<file path="src/logic/fsf_cfg.svh">
`ifndef FSF_CFG_SVH
`define FSF_CFG_SVH

// ---------------------------------------------------------------
// register addresses
// ---------------------------------------------------------------
`define FSF_ADDR_VOLT 8'h00
`define FSF_ADDR_SUPPLY 8'h01
`define FSF_ADDR_LATCH 8'h02
`define FSF_ADDR_LAT0 8'h2a
`define FSF_ADDR_LAT1 8'h2b
`define FSF_ADDR_LAT2 8'h2c

// ---------------------------------------------------------------
// field positions
// ---------------------------------------------------------------
`define FSF_BIT_OCP_TIMEOUT 5
`define FSF_BIT_UNDERVOLT 6
`define FSF_BIT_OVERVOLT 7
`define FSF_BIT_SUPPLY_OV 0
`define FSF_BIT_EXT_REF 1
`define FSF_BIT_INT_REF 2
`define FSF_BIT_GND 3
`define FSF_BIT_SUPPLY_GOOD 4
`define FSF_BIT_REVERSE 5
`define FSF_BIT_ORING 6
`define FSF_BIT_SHARE 7
`define FSF_BIT_FAULT 0

// ---------------------------------------------------------------
// latched copies: index = (addr - 2Ah) * 8 + bit
// ---------------------------------------------------------------
`define FSF_LAT_BITS 24
`define FSF_BYTE_BITS 8
`define FSF_LAT_OFS0 0
`define FSF_LAT_OFS1 8
`define FSF_LAT_OFS2 16
`define FSF_LAT_MASK 24'h01_ffe0
`define FSF_RST_BYTE 8'h00
`define FSF_RST_LAT 24'h00_0000
`define FSF_RST_BIT 1'b0

`endif

</file>
<file path="src/logic/fsf_pkg.sv">
`include "fsf_cfg.svh"
package fsf_pkg;
    typedef logic [7:0] fsf_byte_t;
    typedef logic [`FSF_LAT_BITS-1:0] fsf_lat_t;
endpackage

</file>
<file path="src/logic/fsf_latch_bit.sv">
`timescale 1ns/1ps
`include "fsf_cfg.svh"

// sticky copy of one fault: cleared by a read of its register only
// when the fault has gone; a fault present in the clearing cycle wins
module fsf_latch_bit (
    input wire logic sys_clk_i,
    input wire logic rst_n_i,
    input wire logic set_i,
    input wire logic clr_i,
    output logic q_o
);
    logic q;
    logic next_q;

    always_comb begin
        next_q = set_i | (q & ~clr_i);
    end

    always_ff @(posedge sys_clk_i) begin
        if (!rst_n_i) begin
            q <= `FSF_RST_BIT;
        end else begin
            q <= next_q;
        end
    end

    assign q_o = q;
endmodule // fsf_latch_bit

</file>
<file path="src/logic/fsf_status_bank.sv">
// Operation
// - bit 6 of 00h reads high while an output undervoltage is detected.
// - bit 7 of 00h reads high while an output overvoltage is detected.
// - bit 0 of 01h reads high while the own supply is over its limit.
// - bit 1 of 01h reads low while the external reference is overloaded.
// - bit 2 of 01h reads low while the internal reference is unsound.
// - bit 3 of 01h reads low while the ground connection is open.
// - bit 4 of 01h is low on lockout, ref, ground, supply ov or pm fault.
// - bit 5 of 01h reads low on excessive reverse voltage at the switch.
// - bit 6 of 01h is the AND of pulse, enable, load and reverse good.
// - bit 7 of 01h reads low while current sharing is out of limits.
// - bit 0 of 02h latches high after an ov, uv or overcurrent event.
// - the overcurrent event is the timed-out flag at bit 5 of 00h.
// - latched copies clear on a read of their byte unless still faulty.
`timescale 1ns/1ps
`include "fsf_cfg.svh"

module fsf_status_bank (
    input wire logic sys_clk_i,
    input wire logic rst_n_i,
    // register access port
    input wire logic rd_en_i,
    input wire logic wr_en_i,
    input wire logic [7:0] addr_i,
    input wire logic [7:0] wdata_i,
    output logic [7:0] rdata_o,
    output logic rd_valid_o,
    // detector levels
    input wire logic undervolt_det_i,
    input wire logic overvolt_det_i,
    input wire logic ocp_timeout_i,
    input wire logic supply_ov_det_i,
    input wire logic ext_ref_overload_i,
    input wire logic int_ref_bad_i,
    input wire logic gnd_open_i,
    input wire logic supply_lockout_i,
    input wire logic pwr_mgmt_fail_i,
    input wire logic reverse_excess_i,
    input wire logic pulse_input_good_i,
    input wire logic power_enable_good_i,
    input wire logic load_voltage_good_i,
    input wire logic share_out_of_limit_i,
    // fault latch state
    output logic fault_latch_o
);
    // ---------------------------------------------------------------
    // live flags
    // ---------------------------------------------------------------
    logic supply_good;
    logic reverse_voltage_good;
    logic oring_switch_good;
    fsf_pkg::fsf_byte_t volt_byte;
    fsf_pkg::fsf_byte_t supply_byte;
    fsf_pkg::fsf_byte_t latch_byte;
    logic fault_latch;
    logic next_fault_latch;

    always_comb begin
        supply_good = ~(supply_lockout_i | pwr_mgmt_fail_i | ext_ref_overload_i
            | int_ref_bad_i | gnd_open_i | supply_ov_det_i);
        reverse_voltage_good = ~reverse_excess_i;
        oring_switch_good = pulse_input_good_i & power_enable_good_i
            & load_voltage_good_i & reverse_voltage_good;
    end

    // other bits of 00h and 02h belong to other blocks and read zero
    always_comb begin
        volt_byte = `FSF_RST_BYTE;
        volt_byte[`FSF_BIT_OCP_TIMEOUT] = ocp_timeout_i;
        volt_byte[`FSF_BIT_UNDERVOLT] = undervolt_det_i;
        volt_byte[`FSF_BIT_OVERVOLT] = overvolt_det_i;
        supply_byte = `FSF_RST_BYTE;
        supply_byte[`FSF_BIT_SUPPLY_OV] = supply_ov_det_i;
        supply_byte[`FSF_BIT_EXT_REF] = ~ext_ref_overload_i;
        supply_byte[`FSF_BIT_INT_REF] = ~int_ref_bad_i;
        supply_byte[`FSF_BIT_GND] = ~gnd_open_i;
        supply_byte[`FSF_BIT_SUPPLY_GOOD] = supply_good;
        supply_byte[`FSF_BIT_REVERSE] = reverse_voltage_good;
        supply_byte[`FSF_BIT_ORING] = oring_switch_good;
        supply_byte[`FSF_BIT_SHARE] = ~share_out_of_limit_i;
        latch_byte = `FSF_RST_BYTE;
        latch_byte[`FSF_BIT_FAULT] = fault_latch;
    end

    // ---------------------------------------------------------------
    // fault latch in 02h
    // ---------------------------------------------------------------
    // no clear but reset; its copy at 2Ch is set from it, so a read never clears that copy either

    always_comb begin
        next_fault_latch = fault_latch | overvolt_det_i | undervolt_det_i
            | ocp_timeout_i;
    end

    always_ff @(posedge sys_clk_i) begin
        if (!rst_n_i) begin
            fault_latch <= `FSF_RST_BIT;
        end else begin
            fault_latch <= next_fault_latch;
        end
    end

    assign fault_latch_o = fault_latch;

    // ---------------------------------------------------------------
    // latched copies at 2Ah..2Ch
    // ---------------------------------------------------------------
    fsf_pkg::fsf_lat_t lat_set;
    fsf_pkg::fsf_lat_t lat_q;

    always_comb begin
        lat_set = `FSF_RST_LAT;
        lat_set[`FSF_BIT_OCP_TIMEOUT] = ocp_timeout_i;
        lat_set[`FSF_BIT_UNDERVOLT] = undervolt_det_i;
        lat_set[`FSF_BIT_OVERVOLT] = overvolt_det_i;
        lat_set[`FSF_LAT_OFS1 + `FSF_BIT_SUPPLY_OV] = supply_ov_det_i;
        lat_set[`FSF_LAT_OFS1 + `FSF_BIT_EXT_REF] = ext_ref_overload_i;
        lat_set[`FSF_LAT_OFS1 + `FSF_BIT_INT_REF] = int_ref_bad_i;
        lat_set[`FSF_LAT_OFS1 + `FSF_BIT_GND] = gnd_open_i;
        lat_set[`FSF_LAT_OFS1 + `FSF_BIT_SUPPLY_GOOD] = ~supply_good;
        lat_set[`FSF_LAT_OFS1 + `FSF_BIT_REVERSE] = ~reverse_voltage_good;
        lat_set[`FSF_LAT_OFS1 + `FSF_BIT_ORING] = ~oring_switch_good;
        lat_set[`FSF_LAT_OFS1 + `FSF_BIT_SHARE] = share_out_of_limit_i;
        lat_set[`FSF_LAT_OFS2 + `FSF_BIT_FAULT] = fault_latch;
    end

    localparam fsf_pkg::fsf_lat_t LAT_MASK = `FSF_LAT_MASK;

    genvar gi;
    generate
        for (gi = 0; gi < `FSF_LAT_BITS; gi = gi + 1) begin : g_lat
            if (LAT_MASK[gi]) begin : g_used
                localparam logic [7:0] REG_ADDR =
                    `FSF_ADDR_LAT0 + 8'(gi / `FSF_BYTE_BITS);
                logic clr;
                assign clr = rd_en_i && (addr_i == REG_ADDR);
                fsf_latch_bit u_bit (
                    .sys_clk_i(sys_clk_i),
                    .rst_n_i(rst_n_i),
                    .set_i(lat_set[gi]),
                    .clr_i(clr),
                    .q_o(lat_q[gi])
                );
            end else begin : g_unused
                assign lat_q[gi] = `FSF_RST_BIT;
            end
        end
    endgenerate

    // ---------------------------------------------------------------
    // read port
    // ---------------------------------------------------------------
    // data is the value before any read-clear of the same edge;
    // wdata_i and wr_en_i reach no storage at all
    fsf_pkg::fsf_byte_t rdata;
    fsf_pkg::fsf_byte_t next_rdata;
    logic rd_valid;
    logic next_rd_valid;

    always_comb begin
        next_rdata = rdata;
        next_rd_valid = rd_en_i;
        if (rd_en_i) begin
            case (addr_i)
                `FSF_ADDR_VOLT: next_rdata = volt_byte;
                `FSF_ADDR_SUPPLY: next_rdata = supply_byte;
                `FSF_ADDR_LATCH: next_rdata = latch_byte;
                `FSF_ADDR_LAT0:
                    next_rdata = lat_q[`FSF_LAT_OFS0 +: `FSF_BYTE_BITS];
                `FSF_ADDR_LAT1:
                    next_rdata = lat_q[`FSF_LAT_OFS1 +: `FSF_BYTE_BITS];
                `FSF_ADDR_LAT2:
                    next_rdata = lat_q[`FSF_LAT_OFS2 +: `FSF_BYTE_BITS];
                default: next_rdata = `FSF_RST_BYTE;
            endcase
        end
    end

    always_ff @(posedge sys_clk_i) begin
        if (!rst_n_i) begin
            rdata <= `FSF_RST_BYTE;
            rd_valid <= `FSF_RST_BIT;
        end else begin
            rdata <= next_rdata;
            rd_valid <= next_rd_valid;
        end
    end

    assign rdata_o = rdata;
    assign rd_valid_o = rd_valid;
endmodule // fsf_status_bank

</file>
<file path="config.mk">
export PLATFORM = sky130hd
export DESIGN_NAME = fsf_status_bank
export DESIGN_NICKNAME = d
export VERILOG_FILES = /design/src/logic/fsf_pkg.sv /design/src/logic/fsf_latch_bit.sv /design/src/logic/fsf_status_bank.sv
export VERILOG_INCLUDE_DIRS = /design/src /design/src/logic
export SDC_FILE = /design/constraint.sdc
export NUM_CORES = 1
export LEC_CHECK = 0
export BUFFER_PORTS_ARGS = -buffer_cell sky130_fd_sc_hd__buf_2
export CAP_MARGIN = 0
export CORE_MARGIN = 5
export CORE_UTILIZATION = 48
export CTS_CLUSTER_DIAMETER = 120
export DETAILED_ROUTE_END_ITERATION = 12
export PLACE_DENSITY = 0.82
export REMOVE_ABC_BUFFERS = 1
export SYNTH_ARGS = -nofsm -noshare
export SYNTH_HDL_FRONTEND = slang
export SYNTH_HIERARCHICAL = 1
export SYNTH_SLANG_ARGS = --single-unit
</file>
<file path="constraint.sdc">
create_clock -name sys_clk_i -period 5.72 [get_ports sys_clk_i]
set_input_delay 1.716 -clock sys_clk_i [delete_from_list [all_inputs] [get_ports sys_clk_i]]
set_output_delay 1.716 -clock sys_clk_i [all_outputs]
set_load 0.05 [all_outputs]
</file>
==> results of run 1 <==
## critical path, cell delays in order
cell	delay, ns
buf_2	0.10
or3_4	0.47
nor4_2	0.29
buf_4	0.31
nor2b_4	0.06
o21a_1	0.16
## report_power, final
part / switching (uW) / internal (uW) / leakage, uW
Combinational: 30.3 / 26.8 / 0.000382
Sequential: 4.37 / 162 / 0.000183
Clock: 44.6 / 24.6 / 0.0000138
Total: 79.4 / 213 / 0.000578
## cells by family (layout without fill, tap and decap cells)
logic type	Yosys count	in the layout	synth area share [%]
DFF	22	22	37.01
muxes	4	4	3.470
AOI/OAI and AO/OA	38	38	23.66
buffers and inverters	7	40	2.839
and+or+nand+nor	48	48	33.02
## placed cells by master, fill, tap and decap left out, types with 2 or more instances in the layout
| master | count |
|---|---|
| a21boi_1 | 2 |
| nand2_1 | 8 |
| or3_4 | 2 |
| nor2_1 | 2 |
| o21ai_0 | 5 |
| dfxtp_1 | 22 |
| clkbuf_4 | 3 |
| a2bb2oi_1 | 3 |
| a31oi_1 | 2 |
| nand2b_1 | 5 |
| nor3_1 | 2 |
| nor4_1 | 2 |
| o221ai_1 | 2 |
| nor2b_1 | 2 |
| a21oi_1 | 3 |
| o21a_1 | 12 |
| buf_2 | 34 |
| nor4b_1 | 2 |
| nor2b_4 | 12 |
| mux2i_1 | 3 |
| inv_1 | 2 |
## stage by stage
step | hold slack [ns] | utilization, % | instances
2_1_floorplan | 0.4481 | - | 114
3_3_place_gp | 0.4468 | 56.94 | 179
3_5_place_dp | 0.4581 | 56.94 | 179
4_1_cts | 0.4756 | 57.87 | 182
5_1_grt | 0.4953 | 57.87 | 182
6_report | 0.4712 | 57.87 | 182
## registers in the layout, summed over array words and instances, names as in the netlist
name and cells:
rdata_o 8, rd_valid_o 1, g_lat.g_used.u_bit/q_o 12, fault_latch_o 1
## per-layer routing
layer  track usage (%)  vias up  wire, microns
li1                  -      506              -
met1             18.09      483           1132
met2             27.31       30           1338
met3             1.944        7            124
met4             8.544        0             71
met5                 0        -              0
## worst max path at each step
stage,slack [ns],cells after the start,end,start
2_1_floorplan,1.05,4,g_lat[10].g_used.u_bit/q_o,addr_i[4]
3_3_place_gp,2.54,6,g_lat[8].g_used.u_bit/q_o,addr_i[4]
3_5_place_dp,2.49,6,g_lat[10].g_used.u_bit/q_o,addr_i[4]
4_1_cts,2.83,6,g_lat[10].g_used.u_bit/q_o,addr_i[4]
5_1_grt,2.79,6,g_lat[8].g_used.u_bit/q_o,addr_i[4]
6_report,2.83,6,g_lat[14].g_used.u_bit/q_o,addr_i[4]
## final cells by class
class	count	share of cell area [%]
Tap cell	30	2.667
Clock buffer	3	1.600
Inverter	2	0.5333
Sequential cell	22	31.29
Timing Repair Buffer	35	12.62
Multi-Input combinational cell	90	51.29
==> reports/results.ini, run 1 <==
[pwr]
p_leak_uw=0.0005785
max-vdd-ir-drop_uv=128.0
p_total_uw=292.4
powerDensity_mw_per_mm2=207.7

[detailed_routing]
avgRoutedWirePerCell_microns=14.65
routed_wl_microns=2667
drtIter0Drc=14
drc_errors=0
vias=1026
firstDrtPassIters=4
antenna_left=0
avgViaCountPerCell=5.637

[synthesis]
yosysTopAreaCell=dfxtp_1
netlist.area_leader.share_pct=37.01
synth_edf_count=0
ys_warn_count=6
async_reset_ff_share_pct=0
seq_area_frac_synth_pct=37.01
yosysMostFrequentCell=dfxtp_1
syn_inst=119
synth_cell_types=41
synth_area_sq_mm=0.001190
post_synth.cell_area_avg_sq_um=9.999
synth-seq-cells=22
synthTopCellsByCount=dfxtp_1 (22), nor2b_4 (12), o21a_1 (12)
synthTopCellsByArea=dfxtp_1 (37%), nor2b_4 (14%), o21a_1 (7.6%)
synth_ff_type=dfxtp_1

[grt]
grt_pass1_vias=993
grt_pass1_wl_microns=4209
grt_start_max_net_pins=24
grt_usage_pct=15.58
antenna_found_initial=0
overflow=0

[critical_path]
crit_path_end_kind=flop
start_kind=input pin
criticalPathCategory=input pin to flop
reg2reg_slack_ns=4.58
crit_fanout=14
reg2reg_from=g_lat[15].g_used.u_bit/q_o
reg2reg_depth=4
timing.rr.end=rdata_o[7]
required_ns=5.93
worstPathArrival_ns=3.10

[layout]
stdcell_area_sq_mm=0.001408
nets=188
multiInputGateArea_sq_um=721.9
drive_gt1_share_pct=37.50
fillers=221
areaGrowthSynthToFinish_pct=18.30
seqCellArea_sq_um=440.4
n_antenna_cell=0

[clock_tree]
cts_setup_buffers=0
path_clk_slew_ns=0.11
clk_latency_ns=0.31
cts_made_buffers=3
cts_tree=yes
h-tree-depth=1
cts_resized=0
cts_hold_buffers=0
cts_root_buf=clkbuf_4
cts_sinks=22
clk_path_buf_depth=2

[placed_design]
placed_area_sq_mm=0.001385
portBuffers=34
place_congestion=0.8356
dp_hpwl_microns=2009
dp_slack_ns=2.494

[status]
status=finished clean

[sta]
fmax_ghz=0.3457
finalMaxSlewViolations=0
fin_tns_setup_ns=0
max_slew_margin_pct=66.85
period_share_pct=50.58
min_period_ns=2.893
fin_ws_ns=2.827
worst_slew_pin_slew_ns=0.4927
final.setup_skew_ns=0.006303
hold_viol=0
finalSetupViolations=0
rsz0062_at_grt=false

[die]
design.core.area_sq_mm=0.002432
dieWidth_microns=59.79
die_area_sq_mm=0.003575
rows=18
ioPinCount=44
initial_core_util_pct=48.92
die_h_microns=59.79

[min_path]
hold_path_class=flop to flop
hold_path_depth=2
hold_start=rdata_o[7]
hold_path_end=rdata_o[7]

[flow_run]
max-cap-violations=0

Power figures use the tool's default switching activity.
==> run 2, diff against run 1 <==
--- a/config.mk
+++ b/config.mk
@@ -9,10 +9,10 @@
 export BUFFER_PORTS_ARGS = -buffer_cell sky130_fd_sc_hd__buf_2
 export CAP_MARGIN = 0
 export CORE_MARGIN = 5
-export CORE_UTILIZATION = 48
+export CORE_UTILIZATION = 43
 export CTS_CLUSTER_DIAMETER = 120
 export DETAILED_ROUTE_END_ITERATION = 12
-export PLACE_DENSITY = 0.82
+export PLACE_DENSITY = 0.78
 export REMOVE_ABC_BUFFERS = 1
 export SYNTH_ARGS = -nofsm -noshare
 export SYNTH_HDL_FRONTEND = slang
==> constraint.sdc (replaced) <==
create_clock -name sys_clk_i -period 2.6 [get_ports sys_clk_i]
set_input_delay 0.78 -clock sys_clk_i [delete_from_list [all_inputs] [get_ports sys_clk_i]]
set_output_delay 0.78 -clock sys_clk_i [all_outputs]
set_load 0.05 [all_outputs]
==> reports/results.ini, run 2 (same netlist as run 1, synthesis figures left out) <==
[sta]
hold_viol=0  ; unchanged
period_share_pct=73.93
rsz0062_at_grt=false
fmax_ghz=0.5202
final.setup_skew_ns=0.002974  ; -0.003330 ns
max_slew_margin_pct=68.14  ; +1.3 points
min_period_ns=1.922
fin_tns_setup_ns=0  ; unchanged
finalMaxSlewViolations=0  ; unchanged
worst_slew_pin_slew_ns=0.4736  ; -0.01911 ns
fin_ws_ns=0.6777  ; -2.149 ns
finalSetupViolations=0  ; unchanged

[pwr]
max-vdd-ir-drop_uv=382.9  ; +200%
p_leak_uw=0.0005974  ; +3.3%
p_total_uw=752.1  ; +160%
powerDensity_mw_per_mm2=520.0  ; +150%

[critical_path]
required_ns=2.85  ; -3.08 ns
timing.rr.end=rdata_o[7]
crit_fanout=14  ; unchanged
start_kind=input pin
reg2reg_slack_ns=1.50  ; -3.08 ns
reg2reg_from=g_lat[15].g_used.u_bit/q_o
worstPathArrival_ns=2.17  ; -0.93 ns
criticalPathCategory=input pin to flop
startpoint=addr_i[4]
reg2reg_depth=4  ; unchanged
crit_path_end_kind=flop

[clock_tree]
cts_made_buffers=3  ; unchanged
clk_path_buf_depth=2  ; unchanged
cts_setup_buffers=0  ; unchanged
clk_latency_ns=0.31  ; about the same
cts_tree=yes
path_clk_slew_ns=0.12  ; about the same
cts_sinks=22  ; unchanged
h-tree-depth=1  ; unchanged
cts_root_buf=clkbuf_4
cts_resized=0  ; unchanged
cts_hold_buffers=0  ; unchanged

[layout]
final_cell_mix=buf_2 (34), dfxtp_1 (22), nor2b_4 (12), o21a_1 (12), nand2_1 (8)
areaGrowthSynthToFinish_pct=21.56
stdcell_area_sq_mm=0.001446  ; +2.8%
seqCellArea_sq_um=440.4  ; unchanged
nets=189  ; +0.53%
drive_gt1_share_pct=38.31  ; +0.81 points
largest_reg_flops=12  ; unchanged
layout_commonest_cell=buf_2
fillers=257  ; +16%
fin_util_pct=53.37  ; -4.5 points
multiInputGateArea_sq_um=721.9  ; unchanged
n_antenna_cell=0  ; unchanged

[placed_design]
dp_slack_ns=0.3412  ; -2.153 ns
placed_area_sq_mm=0.001394  ; +0.63%
place_congestion=0.7639  ; -8.6%
dp_hpwl_microns=1995  ; -0.69%
portBuffers=34  ; unchanged

[detailed_routing]
wl_met2_microns=1308  ; -2.2%
maxUsedRoutingLayer=met4
routed_wl_microns=2549  ; -4.4%
avgViaCountPerCell=5.541  ; -1.7%
met1_length_microns=1056  ; -6.7%
firstDrtPassIters=4  ; unchanged
met3_length_microns=176  ; +42%
vias=1025  ; -0.097%
antenna_left=0  ; unchanged
avgRoutedWirePerCell_microns=13.78  ; -6.0%
drtIter0Drc=24  ; +10
drc_errors=0  ; unchanged

[grt]
grt_usage_pct=13.21  ; -2.4 points
overflow=0  ; unchanged
antenna_found_initial=0  ; unchanged
grt_start_max_net_pins=24  ; unchanged
grt_pass1_wl_microns=4305  ; +2.3%
grt_pass1_vias=981  ; -1.2%

[die]
initial_core_util_pct=43.91  ; -5.0 points
die_h_microns=62.61  ; +4.7%
dieWidth_microns=62.61  ; +4.7%
ioPinCount=44  ; unchanged
die_area_sq_mm=0.003919  ; +9.6%
rows=19  ; +1
design.core.area_sq_mm=0.002710  ; +11%

[min_path]
hold_path_end=rdata_o[7]
hold_start=rdata_o[7]
hold_path_class=flop to flop
hold_path_depth=2  ; unchanged

[flow_run]
max-cap-violations=0  ; unchanged

[status]
status=finished clean

[run 2: cell type report]
type	instances	share of cell area, %
well taps	31	2.682
flip-flops and latches	22	30.45
multi-input cells	90	49.91
clock buffers	3	1.557
clock inverters	1	2.076
repair buffers	36	12.80
inverters	2	0.5190
[run 2: worst max-delay path by stage]
| stage | end | slack, ns | cells past startpoint |
|---|---|---|---|
| 2_1_floorplan | g_lat[10].g_used.u_bit/q_o | -1.14 | 4 |
| 3_3_place_gp | g_lat[12].g_used.u_bit/q_o | 0.38 | 6 |
| 3_5_place_dp | g_lat[15].g_used.u_bit/q_o | 0.34 | 6 |
| 4_1_cts | rdata_o[4] | 0.69 | 5 |
| 5_1_grt | g_lat[13].g_used.u_bit/q_o | 0.63 | 6 |
| 6_report | rdata_o[4] | 0.68 | 5 |
[run 2: layer usage]
layer	vias up	global-route usage, %
met5	-	0
met1	474	15.49
met3	2	4.496
met2	36	23.70
li1	513	-
met4	0	1.592
[run 2: where the power goes]
group	switching, uW	internal (uW)	leakage, uW
registers	9.89	356	0.000183
logic	65.5	59.8	0.000387
clock network	105	156	0.0000279
total	181	571	0.000597
[run 2: through the flow]
step | hold slack (ns) | instances
CTS | 0.4678 | 185
finish | 0.4639 | 185
detailed placement | 0.4511 | 181
floorplan | 0.4481 | 114
global route | 0.5075 | 185
global placement | 0.4467 | 181
[run 2: critical path, cell delays in order]
cell and delay [ns]:
buf_2 0.09, or3_4 0.46, or3b_4 0.45, or2_0 0.22, a31oi_1 0.16
